## src/tmr0_pkg.sv

```systemverilog
// package: constants for the timer0 counter unit
package tmr0_pkg;
  localparam int TMR0_WIDTH = 8;
  localparam logic [7:0] TMR0_BOTTOM = 8'h00;
  localparam logic [7:0] TMR0_MAX = 8'hff;
  localparam logic [7:0] TMR0_CNT_RST = 8'h00;
  // clock select codes
  localparam logic [2:0] TMR0_CS_STOP = 3'h0;
  localparam logic [2:0] TMR0_CS_DIRECT = 3'h1;
  localparam logic [2:0] TMR0_CS_EXT_FALL = 3'h6;
  localparam logic [2:0] TMR0_CS_EXT_RISE = 3'h7;
  // waveform modes
  localparam logic [2:0] TMR0_WGM_NORMAL = 3'h0;
  localparam logic [2:0] TMR0_WGM_PC_MAX = 3'h1;
  localparam logic [2:0] TMR0_WGM_CTC = 3'h2;
  localparam logic [2:0] TMR0_WGM_FAST_MAX = 3'h3;
  localparam logic [2:0] TMR0_WGM_PC_OCRA = 3'h5;
  localparam logic [2:0] TMR0_WGM_FAST_OCRA = 3'h7;
  // flag and mask bit positions
  localparam int TMR0_BIT_OVF = 0;
  localparam int TMR0_BIT_CMPA = 1;
  localparam int TMR0_BIT_CMPB = 2;
  // prescaler taps for clock select 2..5
  localparam int TMR0_DIV_8 = 8;
  localparam int TMR0_DIV_64 = 64;
  localparam int TMR0_DIV_256 = 256;
  localparam int TMR0_DIV_1024 = 1024;
endpackage

```

## src/tmr0_tick.sv

```systemverilog
// tick generator: prescaler taps and synchronised external edge select
`timescale 1ns/1ps
module tmr0_tick (
  input wire logic mclk,
  input wire logic arst_n,
  input wire logic [2:0] clock_select_field,
  input wire logic external_count_pin,
  output logic timer_tick
);
  import tmr0_pkg::*;

  typedef struct packed {
    logic [9:0] pre;
    logic [2:0] sync;
    logic tick;
  } tmr0_tick_s;

  tmr0_tick_s st;
  tmr0_tick_s next_st;

  // prescaler free-runs; a tap fires when its low bits wrap to zero
  always_comb begin
    next_st = st;
    next_st.pre = st.pre + 10'h001;
    // sync[0] only feeds sync[1]; edges are seen between sync[1] and sync[2]
    next_st.sync = {st.sync[1:0], external_count_pin};
    case (clock_select_field)
      3'h0: next_st.tick = 1'b0;
      3'h1: next_st.tick = 1'b1;
      3'h2: next_st.tick = (st.pre[2:0] == 3'h7);
      3'h3: next_st.tick = (st.pre[5:0] == 6'h3f);
      3'h4: next_st.tick = (st.pre[7:0] == 8'hff);
      3'h5: next_st.tick = (st.pre == 10'h3ff);
      3'h6: next_st.tick = st.sync[2] & ~st.sync[1];
      3'h7: next_st.tick = ~st.sync[2] & st.sync[1];
      default: next_st.tick = 1'b0;
    endcase
  end

  always_ff @(posedge mclk or negedge arst_n) begin
    if (!arst_n) begin
      st <= '0;
    end else begin
      st <= next_st;
    end
  end

  assign timer_tick = st.tick;

  stopped_no_tick_a: assert property (@(posedge mclk) disable iff (!arst_n)
    $past(clock_select_field) == TMR0_CS_STOP |-> !timer_tick)
    else $error("tick while stopped");
endmodule

```

## src/tmr0_core.sv

```systemverilog
// timer0 counter unit: counter, compare units, flags and masks
`timescale 1ns/1ps
// Behaviour
// - counter and both compare registers are eight bits wide.
// - overflow and compare requests land in one flag register, each masked.
// - tick comes from prescaled clock or external pin, edge selectable.
// - clock select zero gives no tick, counter stops.
// - processor may read and write the counter anytime.
// - processor write to counter beats clear or count.
// - each tick clears, increments or decrements by exactly one.
// - bottom flags counter at 0x00, max flags counter at 0xff.
// - top is 0xff or compare register a, by mode.
// - both compare registers checked continuously; equality raises compare flag.
// - mode comes from two bits in control a, one in control b.
// - overflow flag set where the selected mode defines.
// - mode zero counts up, wraps, sets overflow as counter becomes zero.
// - mode two clears counter on match with compare register a.
// - compare flag set one tick after match; cleared by ack or write-one.
// - counter write blocks compare match in the next tick, even stopped.
module tmr0_core (
  input wire logic mclk,
  input wire logic arst_n,
  input wire logic [2:0] clock_select_field,
  input wire logic waveform_mode_bit0,
  input wire logic waveform_mode_bit1,
  input wire logic waveform_mode_bit2,
  input wire logic external_count_pin,
  input wire logic counter_write,
  input wire logic [tmr0_pkg::TMR0_WIDTH-1:0] counter_wdata,
  input wire logic compare_a_write,
  input wire logic compare_b_write,
  input wire logic [tmr0_pkg::TMR0_WIDTH-1:0] compare_wdata,
  input wire logic [2:0] flag_clear,
  input wire logic [2:0] interrupt_taken,
  input wire logic mask_write,
  input wire logic [2:0] mask_wdata,
  output logic [tmr0_pkg::TMR0_WIDTH-1:0] counter_value,
  output logic [tmr0_pkg::TMR0_WIDTH-1:0] compare_value_a,
  output logic [tmr0_pkg::TMR0_WIDTH-1:0] compare_value_b,
  output logic [2:0] timer_flag_register,
  output logic [2:0] timer_mask_register,
  output logic [2:0] interrupt_request,
  output logic at_bottom,
  output logic at_max,
  output logic at_top
);
  import tmr0_pkg::*;

  typedef struct packed {
    logic [7:0] cnt;
    logic [7:0] cmpa;
    logic [7:0] cmpb;
    logic [2:0] flags;
    logic [2:0] mask;
    logic [2:0] irq;
    logic down;
    logic blk;
    logic pend_a;
    logic pend_b;
    logic bot;
    logic mx;
    logic tp;
  } tmr0_core_s;

  tmr0_core_s st;
  tmr0_core_s next_st;
  logic timer_tick;
  logic [2:0] mode;
  logic [7:0] top_val;
  logic match_a;
  logic match_b;
  logic ovf_evt;

  // mode bits split across two control registers
  assign mode = {waveform_mode_bit2, waveform_mode_bit1, waveform_mode_bit0};

  // ocra-topped modes use compare register a as the period
  function automatic logic top_is_ocra(input logic [2:0] m);
    top_is_ocra = (m == TMR0_WGM_CTC) || (m == TMR0_WGM_PC_OCRA) || (m == TMR0_WGM_FAST_OCRA);
  endfunction

  function automatic logic is_phase_correct(input logic [2:0] m);
    is_phase_correct = (m == TMR0_WGM_PC_MAX) || (m == TMR0_WGM_PC_OCRA);
  endfunction

  tmr0_tick u_tick (
    .mclk(mclk),
    .arst_n(arst_n),
    .clock_select_field(clock_select_field),
    .external_count_pin(external_count_pin),
    .timer_tick(timer_tick)
  );

  assign top_val = top_is_ocra(mode) ? st.cmpa : TMR0_MAX;
  // comparator runs every cycle; blocked for one tick after a counter write
  assign match_a = (st.cnt == st.cmpa) && !st.blk;
  assign match_b = (st.cnt == st.cmpb) && !st.blk;

  // next state: counter, direction, compare pipeline, flags
  always_comb begin
    next_st = st;
    ovf_evt = 1'b0;
    if (timer_tick) begin
      // match seen this tick sets the flag on the next tick edge
      next_st.pend_a = match_a;
      next_st.pend_b = match_b;
      next_st.blk = 1'b0;
      if (is_phase_correct(mode)) begin
        if (!st.down && st.cnt == top_val) begin
          next_st.down = 1'b1;
          next_st.cnt = st.cnt - 8'h01;
        end else if (st.down && st.cnt == TMR0_BOTTOM) begin
          next_st.down = 1'b0;
          next_st.cnt = st.cnt + 8'h01;
        end else if (st.down) begin
          next_st.cnt = st.cnt - 8'h01;
          ovf_evt = (st.cnt == 8'h01);
        end else begin
          next_st.cnt = st.cnt + 8'h01;
        end
      end else begin
        next_st.down = 1'b0;
        if (mode != TMR0_WGM_NORMAL && st.cnt == top_val) begin
          next_st.cnt = TMR0_BOTTOM;
          ovf_evt = (mode != TMR0_WGM_CTC);
        end else begin
          next_st.cnt = st.cnt + 8'h01;
          ovf_evt = (st.cnt == TMR0_MAX);
        end
      end
    end
    // processor write overrides any count or clear
    if (counter_write) begin
      next_st.cnt = counter_wdata;
      next_st.blk = 1'b1;
    end
    if (compare_a_write) begin
      next_st.cmpa = compare_wdata;
    end
    if (compare_b_write) begin
      next_st.cmpb = compare_wdata;
    end
    if (mask_write) begin
      next_st.mask = mask_wdata;
    end
    // set wins over clear so no event is lost
    next_st.flags = st.flags & ~(flag_clear | interrupt_taken);
    if (ovf_evt) begin
      next_st.flags[TMR0_BIT_OVF] = 1'b1;
    end
    if (timer_tick && st.pend_a) begin
      next_st.flags[TMR0_BIT_CMPA] = 1'b1;
    end
    if (timer_tick && st.pend_b) begin
      next_st.flags[TMR0_BIT_CMPB] = 1'b1;
    end
    next_st.irq = next_st.flags & next_st.mask;
    next_st.bot = (next_st.cnt == TMR0_BOTTOM);
    next_st.mx = (next_st.cnt == TMR0_MAX);
    next_st.tp = (next_st.cnt == (top_is_ocra(mode) ? next_st.cmpa : TMR0_MAX));
  end

  always_ff @(posedge mclk or negedge arst_n) begin
    if (!arst_n) begin
      st <= '0;
      st.bot <= 1'b1;
    end else begin
      st <= next_st;
    end
  end

  // all outputs straight from the state register
  assign counter_value = st.cnt;
  assign compare_value_a = st.cmpa;
  assign compare_value_b = st.cmpb;
  assign timer_flag_register = st.flags;
  assign timer_mask_register = st.mask;
  assign interrupt_request = st.irq;
  assign at_bottom = st.bot;
  assign at_max = st.mx;
  assign at_top = st.tp;

  write_priority_a: assert property (@(posedge mclk) disable iff (!arst_n)
    counter_write |=> counter_value == $past(counter_wdata))
    else $error("counter write lost");
  normal_wrap_a: assert property (@(posedge mclk) disable iff (!arst_n)
    timer_tick && !counter_write && mode == TMR0_WGM_NORMAL && counter_value == 8'hff
    |=> counter_value == 8'h00 && timer_flag_register[0])
    else $error("normal wrap or overflow wrong");
  count_step_a: assert property (@(posedge mclk) disable iff (!arst_n)
    timer_tick && !counter_write && mode == TMR0_WGM_NORMAL
    |=> counter_value == $past(counter_value) + 8'h01)
    else $error("count step not one");
  stop_hold_a: assert property (@(posedge mclk) disable iff (!arst_n)
    !timer_tick && !counter_write |=> $stable(counter_value))
    else $error("counter moved without tick");
  ctc_clear_a: assert property (@(posedge mclk) disable iff (!arst_n)
    timer_tick && !counter_write && mode == TMR0_WGM_CTC && counter_value == compare_value_a
    |=> counter_value == 8'h00)
    else $error("ctc did not clear");
  block_match_a: assert property (@(posedge mclk) disable iff (!arst_n)
    timer_tick && st.blk |=> !st.pend_a && !st.pend_b)
    else $error("match not blocked");
  block_arm_a: assert property (@(posedge mclk) disable iff (!arst_n)
    counter_write |=> st.blk)
    else $error("counter write did not arm blocking");
  bottom_max_a: assert property (@(posedge mclk) disable iff (!arst_n)
    (at_bottom == (counter_value == 8'h00)) && (at_max == (counter_value == 8'hff)))
    else $error("bottom or max wrong");
  irq_mask_a: assert property (@(posedge mclk) disable iff (!arst_n)
    interrupt_request == (timer_flag_register & timer_mask_register))
    else $error("masked request wrong");
  flag_a_set_a: assert property (@(posedge mclk) disable iff (!arst_n)
    timer_tick && st.pend_a |=> timer_flag_register[TMR0_BIT_CMPA])
    else $error("compare flag a not set one tick after match");
  flag_b_set_a: assert property (@(posedge mclk) disable iff (!arst_n)
    timer_tick && st.pend_b |=> timer_flag_register[TMR0_BIT_CMPB])
    else $error("compare flag b not set one tick after match");
  pc_turn_a: assert property (@(posedge mclk) disable iff (!arst_n)
    timer_tick && !counter_write && mode == TMR0_WGM_PC_OCRA && !st.down
    && counter_value == compare_value_a |=> counter_value == $past(counter_value) - 8'h01)
    else $error("phase correct did not turn at top");
  fast_wrap_a: assert property (@(posedge mclk) disable iff (!arst_n)
    timer_tick && !counter_write && mode == TMR0_WGM_FAST_OCRA && counter_value == compare_value_a
    |=> counter_value == 8'h00 && timer_flag_register[TMR0_BIT_OVF])
    else $error("fast mode wrap or overflow wrong");
endmodule

```

## config.mk

```make
export PLATFORM = sky130hd
export DESIGN_NAME = tmr0_core
export DESIGN_NICKNAME = d
export VERILOG_FILES = /design/src/tmr0_pkg.sv /design/src/tmr0_tick.sv /design/src/tmr0_core.sv
export SDC_FILE = /design/constraint.sdc
export NUM_CORES = 1
export LEC_CHECK = 0
export BUFFER_PORTS_ARGS = -buffer_cell sky130_fd_sc_hd__clkbuf_2
export CAP_MARGIN = 5
export CORE_MARGIN = 2
export CORE_UTILIZATION = 55
export DETAILED_ROUTE_END_ITERATION = 10
export PLACE_DENSITY = 0.87
export SLEW_MARGIN = 20
export SYNTH_ARGS = -nofsm -noshare
export SYNTH_HDL_FRONTEND = slang
export SYNTH_SLANG_ARGS = --single-unit
export TNS_END_PERCENT = 100
```

## constraint.sdc

```tcl
create_clock -name mclk -period 8.2 [get_ports mclk]
set_input_delay 2.46 -clock mclk [delete_from_list [all_inputs] [get_ports mclk]]
set_output_delay 2.46 -clock mclk [all_outputs]
set_load 0.05 [all_outputs]
```

==> results.toml, run 1 <==
[place]
numPortBuffers = 73
postPlaceCellArea_mm2 = 0.003563
dp_cells = 458
gp_congestion = 0.9241
dp_hpwl_mm = 6.345

[worst_setup_path]
critPathKind = "in2reg"
cp.buffers_inverters = 1
slowest_stage = "or4_4"
cp_data_required_time_ns = 8.42
cp_top_family = "compound AO/OA/AOI/OAI gates"
max_stage_delay_ns = 0.55
crit_chain = "clkbuf_2 > or2_4 > o21a_1 > or4_4 > a21oi_4 > a221o_2 > a311oi_1 > or4_1 > a211o_1 > a2111oi_2"
r2r_setup_slack_ns = 4.45
critPathArrivalTime_ns = 5.50
worstSetupEndpointType = "flip-flop"
start_kind = "input pin"
critPathMaxFanout = 10

[die]
core-area_mm2 = 0.005991
io_pins = 74
dieArea_mm2 = 0.006883
rows = 28
die_x_um = 82.97
start_util_pct = 57.25
die_h_um = 82.97

[yosys]
synthArstFlopShare_pct = 100.0
synth-seq-area-share_pct = 39.44
synth_area_leader_cell = "dfrtp_1"
synth.area.top_cells = "dfrtp_1 (39%), buf_4 (7.4%), mux2_2 (6.2%), xnor2_1 (4.3%), a21oi_1 (2.6%)"
syn_inst = 359
synth_area_per_cell_um2 = 9.553
synth_seq_cells = 54
ys_types = 61
ys_warn_count = 0
syn_area_mm2 = 0.003430
syn-num-nets = 403
synth_top_area_share_pct = 38.67
synth_ff_type = "dfrtp_1"
synth_edf_count = 0

[cells_and_area]
finalInstanceArea_mm2 = 0.003646
fill_cells = 508
final_common_cell = "clkbuf_2"
final_cell_mix = "clkbuf_2 (73), dfrtp_1 (53), inv_1 (21)"
drive_gt1_share_pct = 28.97
stdcell_count = 465
seq_area_mm2 = 0.001353
syn_to_final_growth_pct = 6.312
multiInputGateArea_mm2 = 0.001665
utilization_pct = 60.86
nets = 434
n_antenna_cell = 0

[routing]
vias_per_cell = 6.189
route.detailed.drc = 0
firstDrtPassIters = 4
postRouteAntennaNets = 0
vias = 2878
drt-initial-drc-count = 278
routedWlPerCell_um = 18.37
routed_wl_mm = 8.541

[clock_tree]
cts-resized-gates = 0
post_cts.repair.setup_buffers = 0
htreeDepth = 2
cts.sinks = 54
clk_latency_ns = 0.32
cts_buffer_depth = 2
cts_made_buffers = 5
hold_buffers = 0
clk_pin_slew_worst_paths_ns = 0.11
cts_tree = "built"
clock-root-buffer = "clkbuf_8"

[job]
cap_violations = 0

[sta]
rsz0062_at_grt = "false"
setup_viol = 0
period_share_pct = 64.42
finalHoldViolCount = 0
fmax_mhz = 189.3
clock_skew_ns = 0.01249
finalSetupTns_ns = 0
slew_headroom_pct = 40.24
slew_violations = 0
tightest_slew_ns = 0.8888
min_period_ns = 5.283

[worst_hold_path]
worstHoldPathType = "reg2reg"

[global_route]
track_usage_pct = 25.00
grt_first_pass_wirelength_mm = 13.88
overflow = 0
grt_antenna_before_repair = 0
grt_max_degree = 55
grt_pass1_vias = 2844

[power]
irDropWorstVdd_mv = 0.1370
p_per_area_mw_per_mm2 = 187.3
p_leak_nw = 1.632

[run_status]
status = "completed"
[area by class of cell]
class | instances | share of cell area (%)
Clock inverter | 2 | 0.3775
Multi-Input combinational cell | 234 | 45.68
Inverter | 21 | 2.162
Clock buffer | 5 | 1.887
Tap cell | 75 | 2.574
Sequential cell | 54 | 37.10
Timing Repair Buffer | 74 | 10.23
[where the power goes]
| part | switching [mW] | internal [mW] |
|---|---|---|
| Clock | 0.0907 | 0.0593 |
| Combinational | 0.144 | 0.0699 |
| Sequential | 0.0358 | 0.283 |
[synth_stat cells, types with 6 or more instances]
cell type  instances
xnor2_1           17
and3_1             7
nor4_1             6
nor2_1            17
nor3_1             9
buf_4             34
nor2b_1            8
a21oi_1           18
ha_1               6
nand3_1           16
nand2_1           19
inv_1             21
clkbuf_1          11
dfrtp_1           53
xor2_1             7
mux2_2            19
o21ai_0            7
[per-layer routing]
layer	vias up	wire length [µm]	part of all wire (%)	GRT usage, %
met5	-	0	0	0
met4	0	216	2.5	9.538
met3	25	668	7.8	5.567
met2	156	4047	47	39.52
met1	1377	3609	42	33.66
li1	1320	-	-	-
[worst register-to-register path, stage by stage (launching register included)]
cell and delay, ns:
dfrtp_1 0.69, nor2b_1 0.13, a2111oi_2 0.73, nand2_1 0.29, a21oi_4 0.26, a221o_2 0.19, a311oi_1 0.16, or4_1 0.55
a211o_1 0.32, a2111oi_2 0.35
[kinds of logic after synthesis]
| family | after synthesis | share of synthesized area, % |
|---|---|---|
| flip-flops | 54 | 39.44 |
| AND/OR/NAND/NOR | 105 | 16.31 |
| multiplexers | 19 | 6.239 |
| adder cells (fa/ha/maj) | 6 | 2.189 |
| buffers and inverters | 71 | 12.00 |
| XOR/XNOR | 24 | 6.129 |
| AO/OA/AOI/OAI | 80 | 17.70 |
[worst paths after layout]
kind                                                  endpoint  depth (start not counted)                        start
worst min-delay path               u_tick.next_st[3]$_DFF_PN0_                          0  u_tick.next_st[2]$_DFF_PN0_
min in group asynchronous       compare_value_b[2]$_DFFE_PN0P_                          2                       arst_n
worst min register to register     u_tick.next_st[3]$_DFF_PN0_                          0  u_tick.next_st[2]$_DFF_PN0_
max in group asynchronous           counter_value[7]$_DFF_PN0_                          2                       arst_n
worst max register to register                at_top$_DFF_PN0_                          9   counter_value[3]$_DFF_PN0_
worst max-delay path                          at_top$_DFF_PN0_                         10           waveform_mode_bit0
[flip-flops by register name, indices dropped and copies added, names as in the netlist]
| name | count |
|---|---|
| u_tick.timer_tick | 1 |
| at_bottom | 1 |
| st | 4 |
| timer_flag_register | 3 |
| timer_mask_register | 3 |
| counter_value | 8 |
| compare_value_b | 8 |
| compare_value_a | 8 |
| u_tick.st | 11 |
| interrupt_request | 3 |
| at_top | 1 |
| at_max | 1 |
| u_tick.next_st | 2 |
[through the flow]
| stage | hold WS [ns] | setup WS [ns] | total power [mW] |
|---|---|---|---|
| 3_3_place_gp | 0.3318 | 2.681 | 0.5290 |
| 2_1_floorplan | 0.3312 | 2.967 | 0.4941 |
| 4_1_cts | 0.3791 | 2.939 | 0.6804 |
| 3_5_place_dp | 0.3575 | 2.625 | 0.5333 |
| 6_report | 0.3813 | 2.917 | 0.6830 |
| 5_1_grt | 0.3854 | 2.746 | 0.7120 |
No activity file was read; power rests on OpenSTA's default activity.
==> run 2, diff against run 1 <==
ABC_AREA = 1   (was unset)
CORE_UTILIZATION = 50   (was 55)
PLACE_DENSITY = 0.83   (was 0.87)
clock period = 4.8 ns   (was 8.2 ns; I/O delays follow)
==> run 2 against run 1 <==
Compared with the run above:
- synthesized area is 5.3% higher
- routed wire length is 0.59% higher
- synthesized cell count is 34% higher
- first-iteration DRC count is 37% lower
- largest power group unchanged
==> results.toml, run 2 <==
[power]
p_clk_share_pct = 27.1
p_comb_share_pct = 30.4
p_switching_mw = 0.4712
p_leak_nw = 2.106
p_seq_share_pct = 42.5
swShare_pct = 38.31
irDropWorstVdd_mv = 0.1981
p_per_area_mw_per_mm2 = 312.8
intPower_mw = 0.7585
total_power_mw = 1.230

[worst_setup_path]
cp_top_family = "simple AND/OR/NAND/NOR gates"
slowest_stage = "nor2_1"
cp.buffers_inverters = 3
worstSetupEndpointType = "flip-flop"
max_stage_delay_ns = 0.67
crit_chain = "clkbuf_2 > inv_1 > nor2_1 > inv_1 > a21oi_1 > nand2_1 > nand2_1 > nand2_1 > nand2_1 > nand2_1 > nor2_2 > nand2_1 > nor2_2"
critPathArrivalTime_ns = 3.36
critPathMaxFanout = 14
start_kind = "input pin"
cpMostUsedCell = "nand2_1"
cp_data_required_time_ns = 5.06
critPathKind = "in2reg"

[place]
dp_hpwl_mm = 6.778
numPortBuffers = 73
dp_cells = 609
gp_congestion = 0.9539

[cells_and_area]
nets = 564
fill_cells = 664
largest_reg_flops = 11
largest-register = "u_tick.st"
final_cell_mix = "nand2_1 (115), clkbuf_2 (73), inv_1 (63)"
final_common_cell = "nand2_1"
stdcell_count = 617
drive_gt1_share_pct = 25.53
n_antenna_cell = 0
syn_to_final_growth_pct = 8.870

[die]
core-area_mm2 = 0.006907
io_pins = 74
dieArea_mm2 = 0.007917
start_util_pct = 52.28
die_x_um = 88.98
die_h_um = 88.98
rows = 30

[clock_tree]
clock-root-buffer = "clkbuf_8"
cts_made_buffers = 5
cts_tree = "built"
cts.sinks = 54
hold_buffers = 0
clk_pin_slew_worst_paths_ns = 0.10
htreeDepth = 2
cts-resized-gates = 0
cts_buffer_depth = 2
post_cts.repair.setup_buffers = 0
clk_latency_ns = 0.32

[routing]
routed_wl_mm = 8.591
route.detailed.drc = 0
drt-initial-drc-count = 175
routedWlPerCell_um = 13.92
vias = 3124
vias_per_cell = 5.063
firstDrtPassIters = 5
postRouteAntennaNets = 0

[yosys]
synth_area_leader_cell = "dfrtp_1"
synth.area.top_cells = "dfrtp_1 (37%), nand2_1 (12%), buf_4 (7.5%), inv_1 (6.5%), nor2_1 (4.1%)"
synth_area_per_cell_um2 = 7.507
ys_types = 40
syn_inst = 481
synth_top_area_share_pct = 36.73
synthArstFlopShare_pct = 100.0
syn-num-nets = 525
synth_most_common_cell = "nand2_1"
synth-seq-area-share_pct = 37.46
synth_seq_cells = 54
syn_area_mm2 = 0.003611
synth_ff_type = "dfrtp_1"
ys_warn_count = 0
ys_top_cells_by_count = "nand2_1 (115), inv_1 (63), dfrtp_1 (53)"
synth_edf_count = 0

[global_route]
grt_antenna_before_repair = 0
grt_max_degree = 55
track_usage_pct = 23.52
grt_pass1_vias = 3048
grt_first_pass_wirelength_mm = 14.15
overflow = 0

[sta]
setup_viol = 0
tightest_slew_ns = 0.8944
period_share_pct = 64.55
finalHoldViolCount = 0
finalSetupTns_ns = 0
rsz0062_at_grt = "false"
fmax_mhz = 322.8
min_period_ns = 3.098
clock_skew_ns = 0.004969
slew_violations = 0
slew_headroom_pct = 40.15

[job]
cap_violations = 0

[worst_hold_path]
worstHoldPathType = "reg2reg"

[run_status]
status = "completed"
[run 2: metal layers]
metal  GRT usage, %  share of wire (%)  up-vias
li1               -                  -     1566
met2          39.35                 47      121
met5              0                  0        -
met3          3.601                5.8       25
met1          29.82                 43     1412
met4          11.40                3.7        0
[run 2: final cells by class]
cell class / instances / area, µm² / share of cell area (%)
Inverter: 73 / 274.0 / 6.970
Clock buffer: 6 / 82.58 / 2.101
Timing Repair Buffer: 74 / 372.9 / 9.484
Multi-Input combinational cell: 312 / 1690 / 43.00
Tap cell: 96 / 120.1 / 3.055
Sequential cell: 54 / 1353 / 34.40
Clock inverter: 2 / 38.79 / 0.9866
[run 2: path summary, 6_finish.rpt]
kind | from | to | slack [ns] | cells past startpoint
setup / recovery | waveform_mode_bit0 | at_top$_DFF_PN0_ | 1.70 | 13
hold / removal | u_tick.next_st[2]$_DFF_PN0_ | u_tick.next_st[3]$_DFF_PN0_ | 0.36 | 0
setup reg to reg | counter_value[2]$_DFF_PN0_ | at_top$_DFF_PN0_ | 2.39 | 16
hold reg to reg | u_tick.next_st[2]$_DFF_PN0_ | u_tick.next_st[3]$_DFF_PN0_ | 0.36 | 0
max in group asynchronous | arst_n | st[6]$_DFFE_PN0P_ | 3.12 | 2
min in group asynchronous | arst_n | compare_value_b[4]$_DFFE_PN0P_ | 1.23 | 2
[run 2: kinds of logic after synthesis]
logic type,share of synthesized area (%)
AOI/OAI and AO/OA,9.286
xor gates and xnor gates,3.638
adders and majority gates,2.079
buffers and inverters,15.73
DFF,37.46
muxes,1.247
and+or+nand+nor,30.56
[run 2: metrics by stage]
| stage | area (µm²) | hold WS, ns | worst slack (ns) | util (%) |
|---|---|---|---|---|
| after global routing | 3931 | 0.3729 | 1.360 | 56.92 |
| after detailed placement | 3810 | 0.3456 | 1.363 | 55.16 |
| after global placement | 3810 | 0.3335 | 1.476 | 55.16 |
| after CTS | 3931 | 0.3698 | 1.693 | 56.92 |
| final | 3931 | 0.3646 | 1.702 | 56.92 |
| after floorplan | 3611 | 0.3312 | 1.928 | - |
[run 2: power by group through the flow]
| stage | Sequential, mW | Clock (mW) | Combinational, mW |
|---|---|---|---|
| finish | 0.523 | 0.333 | 0.374 |
| CTS | 0.522 | 0.338 | 0.374 |
| floorplan | 0.510 | 0 | 0.322 |
| global route | 0.527 | 0.352 | 0.414 |
| detailed placement | 0.531 | 0 | 0.371 |
| global placement | 0.530 | 0 | 0.367 |
